==> src/rtl/pdio_pkg.sv <==
// Package of constants for the 24-line parallel port with counters
package pdio_pkg;

	// ----------------------------------------------------------------
	// Window layout
	// ----------------------------------------------------------------
	localparam int ADDR_W = 3;
	localparam logic [2:0] OFF_PORT_A = 3'h0;
	localparam logic [2:0] OFF_PORT_B = 3'h1;
	localparam logic [2:0] OFF_PORT_C = 3'h2;
	localparam logic [2:0] OFF_CTRL = 3'h3;
	localparam logic [2:0] OFF_CNT0 = 3'h4;
	localparam logic [2:0] OFF_CNT_CTRL = 3'h7;
	localparam int CTR_SEL_BIT = 2;

	// ----------------------------------------------------------------
	// Data widths
	// ----------------------------------------------------------------
	localparam int BYTE_W = 8;
	localparam int NIB_W = 4;
	localparam int LINES = 24;
	localparam int CNT_W = 16;
	localparam int NUM_CNT = 3;

	// ----------------------------------------------------------------
	// Direction control word (1 = input)
	// ----------------------------------------------------------------
	localparam logic [7:0] CTRL_RESET = 8'h9B;
	localparam int CW_MODESET = 7;
	localparam int CW_DIR_A = 4;
	localparam int CW_DIR_CU = 3;
	localparam int CW_DIR_B = 1;
	localparam int CW_DIR_CL = 0;
	localparam int CW_BSR_VAL = 0;
	localparam int CW_BSR_LSB = 1;
	localparam int CW_BSR_MSB = 3;

	// ----------------------------------------------------------------
	// Counter control word
	// ----------------------------------------------------------------
	localparam int CC_SEL_LSB = 6;
	localparam int CC_SEL_MSB = 7;
	localparam int CC_RW_LSB = 4;
	localparam int CC_RW_MSB = 5;
	localparam logic [1:0] CC_RW_LATCH = 2'h0;
	localparam logic [7:0] UNMAPPED_READ = 8'h00;
	localparam logic [15:0] CNT_RESET = 16'h0000;
	localparam logic [15:0] CNT_ONE = 16'h0001;

endpackage

==> src/rtl/pdio_counter.sv <==
// One 16-bit down-counter channel with byte-wide load and read
module pdio_counter #(
	parameter int WIDTH = pdio_pkg::CNT_W
) (
	input wire logic clk,
	input wire logic resetn,
	input wire logic loadWr,
	input wire logic [7:0] wrData,
	input wire logic readAck,
	input wire logic latchCmd,
	input wire logic restartCmd,
	input wire logic cntClk,
	input wire logic cntGate,
	output logic [7:0] rdByte,
	output logic cntOut
);

	// ----------------------------------------------------------------
	// State
	// ----------------------------------------------------------------
	logic [WIDTH-1:0] count;
	// Low byte parks here so a half-written value never counts
	logic [7:0] lowByte;
	logic [WIDTH-1:0] held;
	logic holding;
	logic wrHigh;
	logic rdHigh;
	logic armed;
	logic clkPrev;

	wire clkRise = cntClk & ~clkPrev;
	wire loadDone = loadWr & wrHigh;
	wire tick = armed & clkRise & cntGate;
	wire [WIDTH-1:0] shown = holding ? held : count;
	wire [WIDTH-1:0] fullLoad = {wrData, lowByte};

	assign rdByte = rdHigh ? shown[WIDTH-1 -: 8] : shown[7:0];

	// ----------------------------------------------------------------
	// Load, count and output
	// ----------------------------------------------------------------
	always_ff @(posedge clk) begin
		if (!resetn) begin
			count <= pdio_pkg::CNT_RESET;
			lowByte <= '0;
			armed <= 1'b0;
			cntOut <= 1'b0;
			clkPrev <= 1'b0;
		end else begin
			clkPrev <= cntClk;
			if (loadWr && !wrHigh) begin
				lowByte <= wrData;
			end
			if (restartCmd) begin
				armed <= 1'b0;
				cntOut <= 1'b0;
			end else if (loadDone) begin
				count <= fullLoad;
				armed <= 1'b1;
				cntOut <= 1'b0;
			end else if (tick) begin
				count <= count - pdio_pkg::CNT_ONE;
				if (count == pdio_pkg::CNT_ONE) begin
					cntOut <= 1'b1;
				end
			end
		end
	end

	// ----------------------------------------------------------------
	// Byte order: low then high, for both directions
	// ----------------------------------------------------------------
	always_ff @(posedge clk) begin
		if (!resetn) begin
			wrHigh <= 1'b0;
			rdHigh <= 1'b0;
			holding <= 1'b0;
			held <= pdio_pkg::CNT_RESET;
		end else begin
			if (restartCmd) begin
				wrHigh <= 1'b0;
				rdHigh <= 1'b0;
			end else begin
				if (loadWr) begin
					wrHigh <= ~wrHigh;
				end
				if (readAck) begin
					rdHigh <= ~rdHigh;
				end
			end
			// Latched value frees after its high byte is read
			if (latchCmd && !holding) begin
				holding <= 1'b1;
				held <= count;
			end else if (readAck && rdHigh) begin
				holding <= 1'b0;
			end
		end
	end

endmodule

==> src/rtl/pdio_top.sv <==
// Top of the 24-line parallel port with optional counter block
//
// Summary of operation
// - Reset loads mode 0, all banks input
// - Input banks leave their lines undriven
// - Twenty-four readable or drivable lines
// - Two 8-bit, two 4-bit banks, own direction
// - One standard mode-0 control word sets directions
// - Eight-address window, low four for port
// - Counter registers sit in upper four addresses
// - Three 16-bit down-counters with pins
// - External interrupt with programmable polarity
// - Output banks drive written levels, held until a new mode word clears them
module pdio_top #(
	parameter bit COUNTER_FITTED = 1'b1,
	parameter int NUM_CNT = pdio_pkg::NUM_CNT
) (
	input wire logic clk,
	input wire logic resetn,
	input wire logic [pdio_pkg::ADDR_W-1:0] hostAddr,
	input wire logic hostWr,
	input wire logic hostRd,
	input wire logic [7:0] hostWrData,
	output logic [7:0] hostRdData,
	output logic hostRdValid,
	input wire logic [pdio_pkg::LINES-1:0] lineIn,
	output logic [pdio_pkg::LINES-1:0] lineOut,
	output logic [pdio_pkg::LINES-1:0] lineOe,
	input wire logic [NUM_CNT-1:0] cntClk,
	input wire logic [NUM_CNT-1:0] cntGate,
	output logic [NUM_CNT-1:0] cntOut,
	input wire logic extIrq,
	input wire logic irqPolarity,
	output logic irqActive
);

	// ----------------------------------------------------------------
	// Registers
	// ----------------------------------------------------------------
	logic [7:0] ctrlWord;
	logic [7:0] latchA;
	logic [7:0] latchB;
	logic [7:0] latchC;

	// ----------------------------------------------------------------
	// Address decode
	// ----------------------------------------------------------------
	wire inCtrWin = hostAddr[pdio_pkg::CTR_SEL_BIT];
	wire ctrWinLive = inCtrWin & COUNTER_FITTED;
	wire selA = hostAddr == pdio_pkg::OFF_PORT_A;
	wire selB = hostAddr == pdio_pkg::OFF_PORT_B;
	wire selC = hostAddr == pdio_pkg::OFF_PORT_C;
	wire selCtrl = hostAddr == pdio_pkg::OFF_CTRL;
	wire selCntCtrl = hostAddr == pdio_pkg::OFF_CNT_CTRL;

	wire wrA = hostWr & selA;
	wire wrB = hostWr & selB;
	wire wrC = hostWr & selC;
	wire wrCtrl = hostWr & selCtrl;
	wire wrCntCtrl = hostWr & selCntCtrl & ctrWinLive;

	// ----------------------------------------------------------------
	// Control word split
	// ----------------------------------------------------------------
	wire isModeSet = hostWrData[pdio_pkg::CW_MODESET];
	wire modeWr = wrCtrl & isModeSet;
	wire bitWr = wrCtrl & ~isModeSet;
	wire [2:0] bitSel = hostWrData[pdio_pkg::CW_BSR_MSB:pdio_pkg::CW_BSR_LSB];
	wire bitVal = hostWrData[pdio_pkg::CW_BSR_VAL];

	// Direction bits are 1 for input
	wire inA = ctrlWord[pdio_pkg::CW_DIR_A];
	wire inB = ctrlWord[pdio_pkg::CW_DIR_B];
	wire inCU = ctrlWord[pdio_pkg::CW_DIR_CU];
	wire inCL = ctrlWord[pdio_pkg::CW_DIR_CL];

	// ----------------------------------------------------------------
	// Port C single-bit set/reset
	// ----------------------------------------------------------------
	logic [7:0] bitMask;
	always_comb begin
		bitMask = 8'h00;
		bitMask[bitSel] = 1'b1;
	end

	wire [7:0] next_latchC = bitWr ?
		((latchC & ~bitMask) | ({8{bitVal}} & bitMask)) : hostWrData;

	// ----------------------------------------------------------------
	// Direction control word
	// ----------------------------------------------------------------
	always_ff @(posedge clk) begin
		if (!resetn) begin
			ctrlWord <= pdio_pkg::CTRL_RESET;
		end else if (modeWr) begin
			ctrlWord <= hostWrData;
		end
	end

	// ----------------------------------------------------------------
	// Output latches
	// ----------------------------------------------------------------
	// A new mode word clears the latches so no stale level appears
	// on a bank that has just turned to output.
	always_ff @(posedge clk) begin
		if (!resetn) begin
			latchA <= 8'h00;
			latchB <= 8'h00;
			latchC <= 8'h00;
		end else if (modeWr) begin
			latchA <= 8'h00;
			latchB <= 8'h00;
			latchC <= 8'h00;
		end else begin
			if (wrA) begin
				latchA <= hostWrData;
			end
			if (wrB) begin
				latchB <= hostWrData;
			end
			if (wrC || bitWr) begin
				latchC <= next_latchC;
			end
		end
	end

	// ----------------------------------------------------------------
	// Line drivers
	// ----------------------------------------------------------------
	wire [pdio_pkg::LINES-1:0] next_lineOe = {
		{pdio_pkg::NIB_W{~inCU}},
		{pdio_pkg::NIB_W{~inCL}},
		{pdio_pkg::BYTE_W{~inB}},
		{pdio_pkg::BYTE_W{~inA}}
	};

	wire [pdio_pkg::LINES-1:0] next_lineOut = {latchC, latchB, latchA};

	// Levels follow the latches even when not driven; enable decides
	always_ff @(posedge clk) begin
		if (!resetn) begin
			lineOe <= '0;
			lineOut <= '0;
		end else begin
			lineOe <= next_lineOe;
			lineOut <= next_lineOut;
		end
	end

	// ----------------------------------------------------------------
	// Counter block
	// ----------------------------------------------------------------
	wire [1:0] ccSel = hostWrData[pdio_pkg::CC_SEL_MSB:pdio_pkg::CC_SEL_LSB];
	wire [1:0] ccRw = hostWrData[pdio_pkg::CC_RW_MSB:pdio_pkg::CC_RW_LSB];
	wire ccLatch = ccRw == pdio_pkg::CC_RW_LATCH;
	wire [7:0] cntByte [NUM_CNT];
	wire [NUM_CNT-1:0] cntPin;

	genvar g;
	generate
		for (g = 0; g < NUM_CNT; g++) begin : g_cnt
			localparam logic [2:0] MY_OFF = 3'(pdio_pkg::OFF_CNT0 + g);
			localparam logic [1:0] MY_SEL = 2'(g);
			wire hit = ctrWinLive & (hostAddr == MY_OFF);
			wire ctlHit = wrCntCtrl & (ccSel == MY_SEL);

			pdio_counter #(
				.WIDTH(pdio_pkg::CNT_W)
			) u_cnt (
				.clk(clk),
				.resetn(resetn),
				.loadWr(hostWr & hit),
				.wrData(hostWrData),
				.readAck(hostRd & hit),
				.latchCmd(ctlHit & ccLatch),
				.restartCmd(ctlHit & ~ccLatch),
				.cntClk(cntClk[g]),
				.cntGate(cntGate[g]),
				.rdByte(cntByte[g]),
				.cntOut(cntPin[g])
			);
		end
	endgenerate

	// Without the option the pins stay low
	always_ff @(posedge clk) begin
		if (!resetn) begin
			cntOut <= '0;
		end else begin
			cntOut <= COUNTER_FITTED ? cntPin : '0;
		end
	end

	// ----------------------------------------------------------------
	// Read path
	// ----------------------------------------------------------------
	// Per-bank choice between pin and latch, so a split port C reads
	// its input half live and its output half as written.
	wire [7:0] viewA = inA ? lineIn[7:0] : latchA;
	wire [7:0] viewB = inB ? lineIn[15:8] : latchB;
	wire [3:0] viewCL = inCL ? lineIn[19:16] : latchC[3:0];
	wire [3:0] viewCU = inCU ? lineIn[23:20] : latchC[7:4];
	wire [7:0] viewC = {viewCU, viewCL};

	logic [7:0] portView;
	always_comb begin
		case (hostAddr[1:0])
			pdio_pkg::OFF_PORT_A[1:0]: portView = viewA;
			pdio_pkg::OFF_PORT_B[1:0]: portView = viewB;
			pdio_pkg::OFF_PORT_C[1:0]: portView = viewC;
			pdio_pkg::OFF_CTRL[1:0]: portView = ctrlWord;
			default: portView = pdio_pkg::UNMAPPED_READ;
		endcase
	end

	// Counter control word is write-only
	logic [7:0] cntView;
	always_comb begin
		cntView = pdio_pkg::UNMAPPED_READ;
		for (int i = 0; i < NUM_CNT; i++) begin
			if (hostAddr == 3'(pdio_pkg::OFF_CNT0 + i)) begin
				cntView = cntByte[i];
			end
		end
	end

	wire [7:0] next_hostRdData = !inCtrWin ? portView :
		(ctrWinLive ? cntView : pdio_pkg::UNMAPPED_READ);

	always_ff @(posedge clk) begin
		if (!resetn) begin
			hostRdData <= pdio_pkg::UNMAPPED_READ;
			hostRdValid <= 1'b0;
		end else begin
			hostRdValid <= hostRd;
			if (hostRd) begin
				hostRdData <= next_hostRdData;
			end
		end
	end

	// ----------------------------------------------------------------
	// External interrupt
	// ----------------------------------------------------------------
	// Polarity 1 passes the source as is, 0 inverts it
	always_ff @(posedge clk) begin
		if (!resetn) begin
			irqActive <= 1'b0;
		end else begin
			irqActive <= ~(extIrq ^ irqPolarity);
		end
	end

endmodule

==> config.mk <==
export PLATFORM = sky130hd
export DESIGN_NAME = pdio_top
export DESIGN_NICKNAME = d
export VERILOG_FILES = /design/src/rtl/pdio_pkg.sv /design/src/rtl/pdio_counter.sv /design/src/rtl/pdio_top.sv
export SDC_FILE = /design/constraint.sdc
export NUM_CORES = 1
export LEC_CHECK = 0
export ABC_AREA = 1
export CORE_ASPECT_RATIO = 0.75
export CORE_MARGIN = 8
export CORE_UTILIZATION = 25
export CTS_BUF_LIST = sky130_fd_sc_hd__clkbuf_4 sky130_fd_sc_hd__clkbuf_8
export DETAILED_ROUTE_END_ITERATION = 10
export DONT_BUFFER_PORTS = 1
export RECOVER_POWER = 100
export SKIP_LAST_GASP = 1
export SLEW_MARGIN = 10
export SYNTH_ARGS = -nofsm -noshare
export SYNTH_HDL_FRONTEND = slang
export SYNTH_SLANG_ARGS = --single-unit
==> constraint.sdc <==
create_clock -name clk -period 3.3 [get_ports clk]
set_clock_uncertainty 0.05 [all_clocks]
set_input_delay 0.495 -clock clk [delete_from_list [all_inputs] [get_ports clk]]
set_output_delay 0.495 -clock clk [all_outputs]
set_load 0.02 [all_outputs]
==> flow_summary.toml <==
[status]
status = "finished, violations left"
violations = "capacitance limit, slew limit"

[yosys]
synthCells = 1707
synth_edf_count = 0
synthTopCellsByCount = "nand2_1 (474), nor2_1 (252), dfxtp_1 (211)"
synth_most_common_cell = "nand2_1"
synth-seq-cells = 211
synth_ff_type = "dfxtp_1"
synth_top_area_share_pct = 38.8
async_flop_share_pct = 0
yosysWarnings = 0
synth_area_sq_um = 10900
syn_nets = 1760
synth_top_area_cell = "dfxtp_1"
avgSynthCellArea_sq_um = 6.38
synthTopCellsByArea = "dfxtp_1 (39%), nand2_1 (16%), nor2_1 (8.7%)"
yosysUniqueCellTypes = 38
yosysSeqAreaShare_pct = 38.8

[timing]
tightest_slew_ns = 1.50
tns_ns = 0
setup_ws_ns = 0.651
relSlewSlack_pct = -0.354
hold_violations = 0
timing.final.crit_period_ns = 2.65
rsz0062_at_grt = "no"
hold_ws_ns = 0.0234
maxSlewViolCount = 2
setup_viol = 0
period_share_pct = 80.3
max_freq_ghz = 0.378

[route]
vias = 10900
ant_nets = 0
drtPass1Iterations = 7
wl_um = 36900
detail_route.vias_per_cell = 4.79
post_drt_wl_per_cell_um = 16.2
drt_iter0_drc = 1365
drc = 0

[global_route]
antenna_found_initial = 0
grt_overflow = 0
grt_pass1_wl_um = 57800
grt_pass1_vias = 9998
grt_max_degree = 104
grtUsageTotal_pct = 14.2

[place]
portBuffers = 0
hpwl_um = 25900
post-place-ws_ns = 0.942
routabilityCongestion = 0.902

[clock_network]
numCtsBuffers = 38
root_buffer = "clkbuf_8"
path_clk_slew_ns = 0.06
worstSkewPairLatency_ns = 0.56
cts.sinks = 211
cts.path.max_buffers = 3
htree_levels = 2
cts_tree = "yes"

[worst_setup_path]
critical_path_class = "flop to flop"
worstPathRequired_ns = 3.61
crit_fanout = 22
arrival_ns = 2.95
max_stage_delay_ns = 0.94
crit_path_top_delay_cell = "nand4_1"
r2r_slack_ns = 0.65
start_kind = "flop"
worstPathCellList = "inv_1 > nand4_1 > nor2_1 > a211oi_1"
crit_path_end_kind = "flop"

[run]
cap_violations = 2

[floorplan]
io-pin-count = 108
start_util_pct = 25.2
core_area_sq_um = 43200
die_area_sq_um = 50600
dieHeight_um = 197
std_cell_rows = 66
die_w_um = 257

[power]
peakVddDrop_mv = 0.359
power_density_nw_per_um2 = 466
p_leak_nw = 5.52

[final_layout]
area_growth_pct = 10.8
antennaDiodeCount = 0
final_nets = 1724
nFillCells = 4779
layout-drive-gt1-share_pct = 5.30

[hold_path]
hold_class = "input pin to flop"
[cell type report]
type,instances,area (sq um),share of cell area (%)
clock inverters,7,67.6,0.560
multi-input cells,1212,5430,45.0
flip-flops and latches,211,4220,35.0
clock buffers,60,751,6.22
inverters,183,689,5.71
well taps,578,723,5.99
repair buffers,25,188,1.56
[critical path: cells and delay by family (launching register included)]
kind | cells | cell delay, ns
compound gates | 1 | 0.07
simple gates | 2 | 1.30
flops | 1 | 0.45
buf+inv | 1 | 0.59
[flip-flops by register name, summed over array words and instances, names as in the netlist, 4 cells and up, named ones only]
name / cells
latchB: 8
ctrlWord: 8
latchA: 8
g_cnt.u_cnt.held: 48
lineOut: 24
lineOe: 4
hostRdData: 8
g_cnt.u_cnt.lowByte: 24
g_cnt.u_cnt.count: 48
[layout by cell type (no fill, tap or decap)]
cell             n
nand2_1        476
nor2_1         256
dfxtp_1        211
inv_1          176
o21ai_0        145
a21oi_1        138
nand3_1         99
clkbuf_8        48
o211ai_1        30
nand4_1         18
nor3_1          15
clkbuf_4        12
dlygate4sd3_1   12
clkbuf_1         8
ha_1             6
buf_4            5
clkinv_2         4
inv_2            3
clkinv_1         3
nand3b_1         3
nand2_2          2
a211oi_1         2
nor2_8           2
nor2_4           2
or2_2            2
xor2_1           2
nand3_2          2
a21o_1           2
xnor2_1          2
inv_6            2
inv_4            1
nor3_4           1
nor2_2           1
nand4_4          1
o21bai_1         1
o31ai_1          1
nand4_2          1
o21a_1           1
o21ai_1          1
bufinv_16        1
[path summary, 6_finish.rpt]
check                                       startpoint                     end  cells after the start
worst max-delay path            g_cnt[1].u_cnt.holding  g_cnt[1].u_cnt.held[2]                      4
worst min-delay path                            resetn             lineOut[21]                      2
worst max register to register  g_cnt[1].u_cnt.holding  g_cnt[1].u_cnt.held[2]                      4
worst min register to register   g_cnt[0].u_cnt.cntOut               cntOut[0]                      2
[per-stage QoR]
| step | instances | util (%) | cell area [sq um] | total power, mW |
|---|---|---|---|---|
| after CTS | 2276 | 28.1 | 12100 | 5.69 |
| after detailed placement | 2197 | 25.9 | 11200 | 3.01 |
| after global placement | 2197 | 25.9 | 11200 | 3.00 |
| after global routing | 2276 | 27.9 | 12100 | 5.87 |
| final | 2276 | 27.9 | 12100 | 5.62 |
| after floorplan | 1707 | - | 10900 | 2.96 |
[what timing repair did]
action                                 CTS  global route
resized for setup                        0             0
hold buffers                            12             0
endpoints found under the hold margin   12             0
setup buffers                            0             0
[cell families after synthesis]
group	synth area share, %
xor+xnor	0.322
fa+ha+maj	0.689
buf+inv	11.2
simple gates	33.4
compound gates	15.6
flops	38.8
[per-layer routing]
layer	wire (um)	GRT usage (%)	vias to the layer above
met5	0	0	-
met4	1010	4.54	0
met3	3720	3.44	71
met2	14800	19.9	488
met1	17500	20.9	5007
li1	-	-	5345
[power by group]
group | switching, mW | internal (mW)
logic | 0.214 | 0.104
registers | 0.0612 | 2.59
clock network | 1.12 | 1.53
total | 1.40 | 4.22
(Power assumes the default switching activity.)
